**src/inc/rpic_pkg.sv**
```systemverilog
package rpic_pkg;
  localparam logic [3:0] ADDR_SEC = 4'h0;
  localparam logic [3:0] ADDR_ADJ = 4'h7;
  localparam logic [3:0] ADDR_CTRL1 = 4'hE;
  localparam logic [3:0] ADDR_CTRL2 = 4'hF;
  // Control one fields
  localparam int CT_LSB = 0;
  localparam int TEST_BIT = 3;
  localparam int CHG_BIT = 4;
  localparam int DALE_BIT = 6;
  localparam int WALE_BIT = 7;
  // Control/status two fields; DEV_BIT is bit 7 of the adjustment register
  localparam int DAILY_ALARM_FLAG_BIT = 0;
  localparam int WEEKLY_ALARM_FLAG_BIT = 1;
  localparam int PERIODIC_FLAG_BIT = 2;
  localparam int SCR2_BIT = 3;
  localparam int PON_BIT = 4;
  localparam int OSC_HALT_FLAG_BIT = 5;
  localparam int SUPPLY_LOW_FLAG_BIT = 6;
  localparam int SCR1_BIT = 7;
  localparam int DEV_BIT = 7;
  localparam logic [7:0] CTRL1_RST = 8'h00;
  localparam logic [7:0] CTRL2_RST = 8'h70;
  localparam logic [7:0] ADJ_RST = 8'h00;
  // Keeps flags that survive a power-on clear
  localparam logic [7:0] CTRL2_PON_KEEP = 8'h70;
  localparam logic [15:0] DIV_NOM_TERM = 16'h7FFF;
  localparam logic [5:0] ADJ_PERIOD_DEV0 = 6'h13;
  localparam logic [5:0] ADJ_PERIOD_DEV1 = 6'h3B;
  localparam int CLK_PERIOD_NS = 4;
  localparam int SEC_INC_DELAY_NS = 46000;
  localparam int SEC_INC_DELAY_CYC = (SEC_INC_DELAY_NS + CLK_PERIOD_NS - 1) / CLK_PERIOD_NS;
  typedef enum logic [1:0] {RPIC_OFF, RPIC_LOW, RPIC_PULSE, RPIC_LEVEL} rpic_mode_t;
endpackage

```
**src/rtl/rpic_subsec_div.sv**
```systemverilog
`timescale 1ns/1ns
`default_nettype none
module rpic_subsec_div #(
  parameter int DIV_W = 16
) (
  input wire logic ref_clk_in,
  input wire logic rst_n_in,
  input wire logic tick_in,
  input wire logic clear_in,
  input wire logic [DIV_W-1:0] term_in,
  output logic [DIV_W-1:0] count_out,
  output logic wrap_out
);
  import rpic_pkg::*;

  logic [DIV_W-1:0] next_count;
  logic next_wrap;

  if (DIV_W < 16) begin : g_width_chk
    $error("divider too narrow");
  end

  always_comb begin
    next_count = count_out;
    next_wrap = 1'b0;
    if (clear_in) begin
      next_count = '0;
    end else if (tick_in) begin
      if (count_out >= term_in) begin
        next_count = '0;
        next_wrap = 1'b1;
      end else begin
        next_count = count_out + 1'b1;
      end
    end
  end

  always_ff @(posedge ref_clk_in) begin
    if (!rst_n_in) begin
      count_out <= '0;
      wrap_out <= 1'b0;
    end else begin
      count_out <= next_count;
      wrap_out <= next_wrap;
    end
  end
endmodule
`default_nettype wire

```
**src/rtl/rpic_ctrl.sv**
```systemverilog
// What this block does
// - Charge-path control 0 keeps the charge switch closed always.
// - Control 1: charge switch opens above rising, closes below falling threshold.
// - Power-on flag set clears charge-path control, closing the charge switch.
// - Main switch opens below falling threshold, closes above rising one.
// - With control 1 both switches change in the same cycle.
// - Selects 010/011 give 2 Hz/1 Hz half-duty waves tied to seconds.
// - Level selects fire each second, minute, hour or month boundary.
// - Pulse mode: second increments about 46 us after the falling edge.
// - Pulse mode: second write clears divider and drives interrupt low.
// - Level mode interrupt falls one cycle after the second increment.
// - Adjustment stretches or shrinks one second every 20 or 60 s.
// - Control two layout and default 70h.
// - Scratch one is a plain read/write bit.
// - Scratch one clears when the power-on flag sets.
// - Level mode: writing 0 to periodic flag releases interrupt; 1 ignored.
// - Power-on clears adjustment and both controls except three flags.
// - Control one: select in 2..0, test bit 3, charge control bit 4.
`timescale 1ns/1ns
`default_nettype none
module rpic_ctrl #(
  parameter int SEC_INC_DELAY = rpic_pkg::SEC_INC_DELAY_CYC
) (
  input wire logic ref_clk_in,
  input wire logic rst_n_in,
  input wire logic [3:0] reg_addr_in,
  input wire logic reg_wr_in,
  input wire logic reg_rd_in,
  input wire logic [7:0] reg_wdata_in,
  output logic [7:0] reg_rdata_out,
  input wire logic osc_tick_in,
  input wire logic por_in,
  input wire logic vcc_above_rise_in,
  input wire logic vcc_below_fall_in,
  input wire logic osc_halt_in,
  input wire logic supply_low_in,
  input wire logic min_boundary_in,
  input wire logic hour_boundary_in,
  input wire logic month_boundary_in,
  input wire logic alarm_w_match_in,
  input wire logic alarm_d_match_in,
  output logic interrupt_out_n,
  output logic charge_path_switch_out,
  output logic main_supply_switch_out,
  output logic sec_inc_out,
  output logic test_mode_out
);
  import rpic_pkg::*;

  localparam int DW = $clog2(SEC_INC_DELAY + 1);

  if (SEC_INC_DELAY < 2) begin : g_delay_chk
    $error("second delay must be at least 2 cycles");
  end

  function automatic rpic_mode_t mode_of(input logic [2:0] sel);
    if (sel[2]) return RPIC_LEVEL;
    if (sel[1]) return RPIC_PULSE;
    if (sel[0]) return RPIC_LOW;
    return RPIC_OFF;
  endfunction

  // Pin synchronisers: pins are osc tick, por, above, below, halt, low
  logic [5:0] sync_a;
  logic [5:0] sync_b;
  logic [1:0] sync_c;
  always_ff @(posedge ref_clk_in) begin
    if (!rst_n_in) begin
      sync_a <= '0;
      sync_b <= '0;
      sync_c <= '0;
    end else begin
      sync_a <= {supply_low_in, osc_halt_in, vcc_below_fall_in, vcc_above_rise_in,
                 por_in, osc_tick_in};
      sync_b <= sync_a;
      sync_c <= sync_b[1:0];
    end
  end

  logic tick;
  logic pon_event;
  assign tick = sync_b[0] & ~sync_c[0];
  assign pon_event = sync_b[1] & ~sync_c[1];

  // Register group
  logic [7:0] ctrl_one;
  logic [7:0] ctrl_two;
  logic [7:0] adj;
  logic [7:0] next_ctrl_one;
  logic [7:0] next_ctrl_two;
  logic [7:0] next_adj;
  logic [7:0] next_rdata;
  logic wr_sec;
  logic wr_c2;
  logic level_event;
  logic pulse_low;
  rpic_mode_t mode;

  assign mode = mode_of(ctrl_one[CT_LSB +: 3]);
  assign wr_sec = reg_wr_in && (reg_addr_in == ADDR_SEC);
  assign wr_c2 = reg_wr_in && (reg_addr_in == ADDR_CTRL2);

  always_comb begin
    next_ctrl_one = ctrl_one;
    next_ctrl_two = ctrl_two;
    next_adj = adj;
    next_rdata = reg_rdata_out;
    if (reg_wr_in && reg_addr_in == ADDR_CTRL1) begin
      next_ctrl_one = reg_wdata_in;
    end
    if (reg_wr_in && reg_addr_in == ADDR_ADJ) begin
      next_adj = reg_wdata_in;
    end
    if (wr_c2) begin
      next_ctrl_two[SCR1_BIT] = reg_wdata_in[SCR1_BIT];
      next_ctrl_two[SCR2_BIT] = reg_wdata_in[SCR2_BIT];
      // Sticky flags take only a written 0
      next_ctrl_two[SUPPLY_LOW_FLAG_BIT] = ctrl_two[SUPPLY_LOW_FLAG_BIT] & reg_wdata_in[SUPPLY_LOW_FLAG_BIT];
      next_ctrl_two[OSC_HALT_FLAG_BIT] = ctrl_two[OSC_HALT_FLAG_BIT] & reg_wdata_in[OSC_HALT_FLAG_BIT];
      next_ctrl_two[PON_BIT] = ctrl_two[PON_BIT] & reg_wdata_in[PON_BIT];
      next_ctrl_two[WEEKLY_ALARM_FLAG_BIT] = ctrl_two[WEEKLY_ALARM_FLAG_BIT] & reg_wdata_in[WEEKLY_ALARM_FLAG_BIT];
      next_ctrl_two[DAILY_ALARM_FLAG_BIT] = ctrl_two[DAILY_ALARM_FLAG_BIT] & reg_wdata_in[DAILY_ALARM_FLAG_BIT];
      if (mode == RPIC_LEVEL) begin
        next_ctrl_two[PERIODIC_FLAG_BIT] = ctrl_two[PERIODIC_FLAG_BIT] & reg_wdata_in[PERIODIC_FLAG_BIT];
      end
    end
    // Hardware sets win over a same-cycle clear
    if (sync_b[5]) next_ctrl_two[SUPPLY_LOW_FLAG_BIT] = 1'b1;
    if (sync_b[4]) next_ctrl_two[OSC_HALT_FLAG_BIT] = 1'b1;
    if (alarm_w_match_in && ctrl_one[WALE_BIT]) next_ctrl_two[WEEKLY_ALARM_FLAG_BIT] = 1'b1;
    if (alarm_d_match_in && ctrl_one[DALE_BIT]) next_ctrl_two[DAILY_ALARM_FLAG_BIT] = 1'b1;
    if (!ctrl_one[WALE_BIT]) next_ctrl_two[WEEKLY_ALARM_FLAG_BIT] = 1'b0;
    if (!ctrl_one[DALE_BIT]) next_ctrl_two[DAILY_ALARM_FLAG_BIT] = 1'b0;
    unique case (mode)
      RPIC_OFF: next_ctrl_two[PERIODIC_FLAG_BIT] = 1'b0;
      RPIC_LOW: next_ctrl_two[PERIODIC_FLAG_BIT] = 1'b1;
      RPIC_PULSE: next_ctrl_two[PERIODIC_FLAG_BIT] = pulse_low;
      RPIC_LEVEL: begin
        if (level_event) next_ctrl_two[PERIODIC_FLAG_BIT] = 1'b1;
      end
    endcase
    if (pon_event) begin
      next_ctrl_one = CTRL1_RST;
      next_adj = ADJ_RST;
      next_ctrl_two = (next_ctrl_two & CTRL2_PON_KEEP) | 8'(1 << PON_BIT);
    end
    if (reg_rd_in) begin
      unique case (reg_addr_in)
        ADDR_ADJ: next_rdata = adj;
        ADDR_CTRL1: next_rdata = ctrl_one;
        ADDR_CTRL2: next_rdata = ctrl_two;
        default: next_rdata = 8'h00;
      endcase
    end
  end

  always_ff @(posedge ref_clk_in) begin
    if (!rst_n_in) begin
      ctrl_one <= CTRL1_RST;
      ctrl_two <= CTRL2_RST;
      adj <= ADJ_RST;
      reg_rdata_out <= 8'h00;
    end else begin
      ctrl_one <= next_ctrl_one;
      ctrl_two <= next_ctrl_two;
      adj <= next_adj;
      reg_rdata_out <= next_rdata;
    end
  end

  // Timing group
  logic [15:0] div_count;
  logic div_wrap;
  logic [15:0] term;
  logic [5:0] adj_sec;
  logic [5:0] next_adj_sec;
  logic [DW-1:0] delay;
  logic [DW-1:0] next_delay;
  logic next_sec_inc;
  logic next_interrupt_out_n_n;
  logic alarm_low;

  rpic_subsec_div #(.DIV_W(16)) u_div (
    .ref_clk_in(ref_clk_in),
    .rst_n_in(rst_n_in),
    .tick_in(tick),
    .clear_in(wr_sec),
    .term_in(term),
    .count_out(div_count),
    .wrap_out(div_wrap)
  );

  // One adjusted second per period; magnitude stays under 64 ticks
  always_comb begin
    term = DIV_NOM_TERM;
    if (adj_sec == 6'h00 && adj[6:0] != 7'h00) begin
      term = adj[6] ? DIV_NOM_TERM - {10'h000, adj[5:0]}
                    : DIV_NOM_TERM + {10'h000, adj[5:0]};
    end
  end

  // Low in the first half of each period, so a divider clear drives low
  assign pulse_low = ctrl_one[CT_LSB] ? (div_count[15:14] == 2'b00)
                                      : !div_count[13];
  assign level_event = sec_inc_out && (!ctrl_one[CT_LSB + 1] && !ctrl_one[CT_LSB] ||
    (ctrl_one[CT_LSB +: 2] == 2'b01 && min_boundary_in) ||
    (ctrl_one[CT_LSB +: 2] == 2'b10 && hour_boundary_in) ||
    (ctrl_one[CT_LSB +: 2] == 2'b11 && month_boundary_in));
  assign alarm_low = ctrl_two[WEEKLY_ALARM_FLAG_BIT] | ctrl_two[DAILY_ALARM_FLAG_BIT];

  always_comb begin
    next_adj_sec = adj_sec;
    if (div_wrap) begin
      if (adj_sec >= (adj[DEV_BIT] ? ADJ_PERIOD_DEV1 : ADJ_PERIOD_DEV0)) begin
        next_adj_sec = 6'h00;
      end else begin
        next_adj_sec = adj_sec + 6'h01;
      end
    end
    next_delay = delay;
    next_sec_inc = 1'b0;
    if (wr_sec) begin
      next_delay = '0;
    end else if (div_wrap) begin
      next_delay = DW'(SEC_INC_DELAY);
    end else if (delay != '0) begin
      next_delay = delay - 1'b1;
      next_sec_inc = (delay == DW'(1));
    end
    unique case (mode)
      RPIC_OFF: next_interrupt_out_n_n = 1'b1;
      RPIC_LOW: next_interrupt_out_n_n = 1'b0;
      RPIC_PULSE: next_interrupt_out_n_n = !pulse_low;
      RPIC_LEVEL: next_interrupt_out_n_n = !next_ctrl_two[PERIODIC_FLAG_BIT];
    endcase
    if (alarm_low) next_interrupt_out_n_n = 1'b0;
  end

  // With charge control 1, charge path takes the inverse of main switch in the same cycle
  logic next_main;
  logic next_charge;
  always_comb begin
    next_main = main_supply_switch_out;
    if (sync_b[3]) next_main = 1'b0;
    else if (sync_b[2]) next_main = 1'b1;
    next_charge = !ctrl_one[CHG_BIT] || !next_main;
  end

  always_ff @(posedge ref_clk_in) begin
    if (!rst_n_in) begin
      adj_sec <= 6'h00;
      delay <= '0;
      sec_inc_out <= 1'b0;
      interrupt_out_n <= 1'b1;
      main_supply_switch_out <= 1'b1;
      charge_path_switch_out <= 1'b1;
      test_mode_out <= 1'b0;
    end else begin
      adj_sec <= next_adj_sec;
      delay <= next_delay;
      sec_inc_out <= next_sec_inc;
      interrupt_out_n <= next_interrupt_out_n_n;
      main_supply_switch_out <= next_main;
      charge_path_switch_out <= next_charge;
      test_mode_out <= next_ctrl_one[TEST_BIT];
    end
  end
endmodule
`default_nettype wire

```
**config.mk**
```make
export PLATFORM = sky130hd
export DESIGN_NAME = rpic_ctrl
export DESIGN_NICKNAME = d
export VERILOG_FILES = /design/src/inc/rpic_pkg.sv /design/src/rtl/rpic_subsec_div.sv /design/src/rtl/rpic_ctrl.sv
export SDC_FILE = /design/constraint.sdc
export NUM_CORES = 1
export LEC_CHECK = 0
export ABC_CLOCK_PERIOD_IN_PS = 3000
export BUFFER_PORTS_ARGS = -buffer_cell sky130_fd_sc_hd__buf_2
export CORE_MARGIN = 2
export CORE_UTILIZATION = 55
export CTS_BUF_LIST = sky130_fd_sc_hd__clkbuf_2
export DETAILED_ROUTE_END_ITERATION = 7
export GPL_ROUTABILITY_DRIVEN = 0
export PLACE_DENSITY = 0.8
export SLEW_MARGIN = 10
export SYNTH_ARGS = -nofsm -noshare
export SYNTH_HDL_FRONTEND = slang
export SYNTH_SLANG_ARGS = --single-unit
```
**constraint.sdc**
```tcl
create_clock -name ref_clk_in -period 3 [get_ports ref_clk_in]
set_input_delay 0.3 -clock ref_clk_in [delete_from_list [all_inputs] [get_ports ref_clk_in]]
set_output_delay 0.3 -clock ref_clk_in [all_outputs]
set_load 0.02 [all_outputs]
```
==> impl_metrics.env <==
export IMPL_std_cell_rows=31
export IMPL_cp_end_kind="flip-flop"
export IMPL_final_cell_mix="dfxtp_1, nor2_1, buf_2"
export IMPL_drv_cap=0
export IMPL_stdcell_count=646
export IMPL_p_leak_nw=1.98
export IMPL_final_util_pct=68.1
export IMPL_synth_warnings=0
export IMPL_cts_tree="built"
export IMPL_hp_class="in2reg"
export IMPL_grt_use_total_pct=22.5
export IMPL_synth_edf_count=0
export IMPL_tightestPinTransition_ns=0.680
export IMPL_whs_ns=0.123
export IMPL_async_flop_share_pct=0
export IMPL_dr_total_vias=3557
export IMPL_antenna_found_initial=0
export IMPL_placed_area_um2=4570
export IMPL_grt_max_degree=32
export IMPL_io_pin_count=40
export IMPL_crit_arrival_ns=3.48
export IMPL_nets=595
export IMPL_yosys_mux_area_fraction_pct=7.06
export IMPL_rsz0062_at_grt="yes"
export IMPL_drtPass1Iterations=4
export IMPL_start_kind="flip-flop"
export IMPL_final_antenna_net_count=0
export IMPL_slew_violations=0
export IMPL_critical_path_class="reg2reg"
export IMPL_dp_cells=612
export IMPL_status="completed"
export IMPL_syn_nets=526
export IMPL_yosys_most_used_dff="dfxtp_1"
export IMPL_cts_max_level=3
export IMPL_ys_seq_area_share_pct=41.6
export IMPL_grt_pass1_wl_um=15200
export IMPL_coreArea_um2=7290
export IMPL_clk_latency_ns=0.58
export IMPL_num_antenna_cells=0
export IMPL_synth_xor_area_share_pct=5.44
export IMPL_synth_avg_cell_area_um2=8.85
export IMPL_final_common_cell="dfxtp_1"
export IMPL_synth_top_family_by_area="simple AND/OR/NAND/NOR gates"
export IMPL_syn_inst=473
export IMPL_vias_per_cell=5.51
export IMPL_wire_per_inst_um=14.4
export IMPL_numCtsBuffers=9
export IMPL_period_needed_ns=2.97
export IMPL_finish_instance_area_um2=4970
export IMPL_clk_path_buf_depth=2
export IMPL_first_global_vias=3343
export IMPL_slew_headroom_pct=54.6
export IMPL_dieHeight_um=91.2
export IMPL_port_buffers=39
export IMPL_hpwl_um=6520
export IMPL_die_width_um=91.2
export IMPL_powerDensity_nw_per_um2=527
export IMPL_hold_viol_final=0
export IMPL_power_mw=2.62
export IMPL_synth_simple_area_share_pct=22.7
export IMPL_first_iter_violations=168
export IMPL_critPathRequiredTime_ns=3.51
export IMPL_ff2ff_path_depth=15
export IMPL_synthesis_area_um2=4180
export IMPL_layout_drive_gt1_share_pct=18.8
export IMPL_fin_skew_ns=0.0336
export IMPL_reg2reg_from="adj[1]"
export IMPL_fmax_ghz=0.336
export IMPL_reg2reg_slack_ns=0.03
export IMPL_fillers=578
export IMPL_hp_start="rst_n_in"
export IMPL_dieArea_um2=8320
export IMPL_overflow=0
export IMPL_synth_compound_area_share_pct=11.9
export IMPL_r2r_end="u_div.count_out[2]"
export IMPL_drc_errors=0
export IMPL_clkTransAtPathRegs_ns=0.28
export IMPL_setup_violations=0
export IMPL_worstPathMaxFanout=5
export IMPL_holdPathStages=2
export IMPL_ys_ff_latch=87
export IMPL_area_delta_synth_final_pct=18.7
export IMPL_final_period_utilization_pct=99.2
export IMPL_start_util_pct=57.4
export IMPL_synth_adder_area_share_pct=7.78
export IMPL_synth_cell_types=51
export IMPL_wl_um=9330
export IMPL_ir_drop_v=0.000551
export IMPL_cts_sinks=87
export IMPL_min_to="main_supply_switch_out"
export IMPL_root_buffer="clkbuf_2"
## worst max path at each step
stage | start | slack [ns] | to
floorplan | adj[2] | 0.05 | u_div.count_out[10]
global placement | adj_sec[2] | -0.01 | u_div.count_out[15]
detailed placement | adj_sec[4] | -0.18 | u_div.count_out[11]
CTS | adj_sec[4] | 0.009 | u_div.count_out[2]
global route | adj[5] | -0.08 | u_div.count_out[2]
finish | adj[1] | 0.03 | u_div.count_out[2]
## synth_stat cells (all sizes together), types with 5 or more instances
cell type  instances  share of area [%]
nand3b             5               0.90
a21oi             21                2.5
a211oi             6                1.1
a31oi              5               0.90
nand4              7                1.0
nand2b             5               0.75
nor2              76                6.9
nand2             24                2.2
mux2i             25                6.0
nand3             13                1.7
xor2              14                2.9
o22ai              8                1.2
o21ai             20                2.4
ha                26                7.8
and2              23                3.4
inv               24                2.2
clkbuf            13                1.2
dfxtp             87                 42
xnor2             12                2.5
a22oi              7                1.3
nor3               9                1.5
## registers in the layout, indices dropped and copies added, names as in the netlist, 2 cells and up
name and flops:
u_div.count_out 16, delay 14, reg_rdata_out 8, sync_b 6, ctrl_one 8, sync_a 6, ctrl_two 8, adj_sec 6
sync_c 2, adj 8
## kinds of logic after synthesis
kind of cell	Yosys count
and+or+nand+nor	187
xor gates and xnor gates	26
DFF	87
adders and majority gates	26
AOI/OAI and AO/OA	79
buffers and inverters	39
muxes	29
## area by class of cell
cell class | count | area, um2 | share of cell area, %
Multi-Input combinational cell | 347 | 2390 | 48.2
Sequential cell | 87 | 1750 | 35.2
Timing Repair Buffer | 72 | 487 | 9.80
Tap cell | 99 | 124 | 2.49
Inverter | 25 | 93.8 | 1.89
Clock inverter | 7 | 75.1 | 1.51
Clock buffer | 9 | 45.0 | 0.907
## report_power, final
group / internal (mW) / total, mW / switching, mW
Sequential: 1.24 / 1.32 / 0.0794
Combinational: 0.306 / 0.691 / 0.385
Clock: 0.138 / 0.602 / 0.464
## layer usage
layer | wire length, um | track usage, % | share of wire (%)
met1 | 4240 | 27.5 | 45
met2 | 4620 | 38.5 | 49
met3 | 290 | 5.31 | 3.1
met4 | 182 | 8.33 | 2.0
met5 | 0 | 0 | 0
## per-stage QoR
step	TNS, ns	setup WS (ns)
CTS	0	0.00894
finish	0	0.0254
global route	-0.760	-0.0809
detailed placement	-2.03	-0.182
floorplan	0	0.0534
global placement	-0.121	-0.0126
## critical path: stages (launching register included)
cell	delay, ns
dfxtp_2	0.40
inv_1	0.06
ha_1	0.18
nand3b_1	0.13
nand3_2	0.09
or2_4	0.31
a21oi_2	0.15
buf_4	0.14
ha_1	0.24
o211ai_1	0.11
nor2_1	0.07
a221o_1	0.36
a31oi_4	0.24
buf_6	0.15
nand4b_1	0.11
a31oi_1	0.17
## what timing repair did
action	in CTS	in global routing
setup buffers	0	2
gates cloned	0	0
endpoints found under the hold margin	29	0
endpoints found under the setup margin	14	17
pin swaps	0	7
resized for setup	4	19
hold buffers	16	0
No activity file was read; power rests on OpenSTA's default activity.
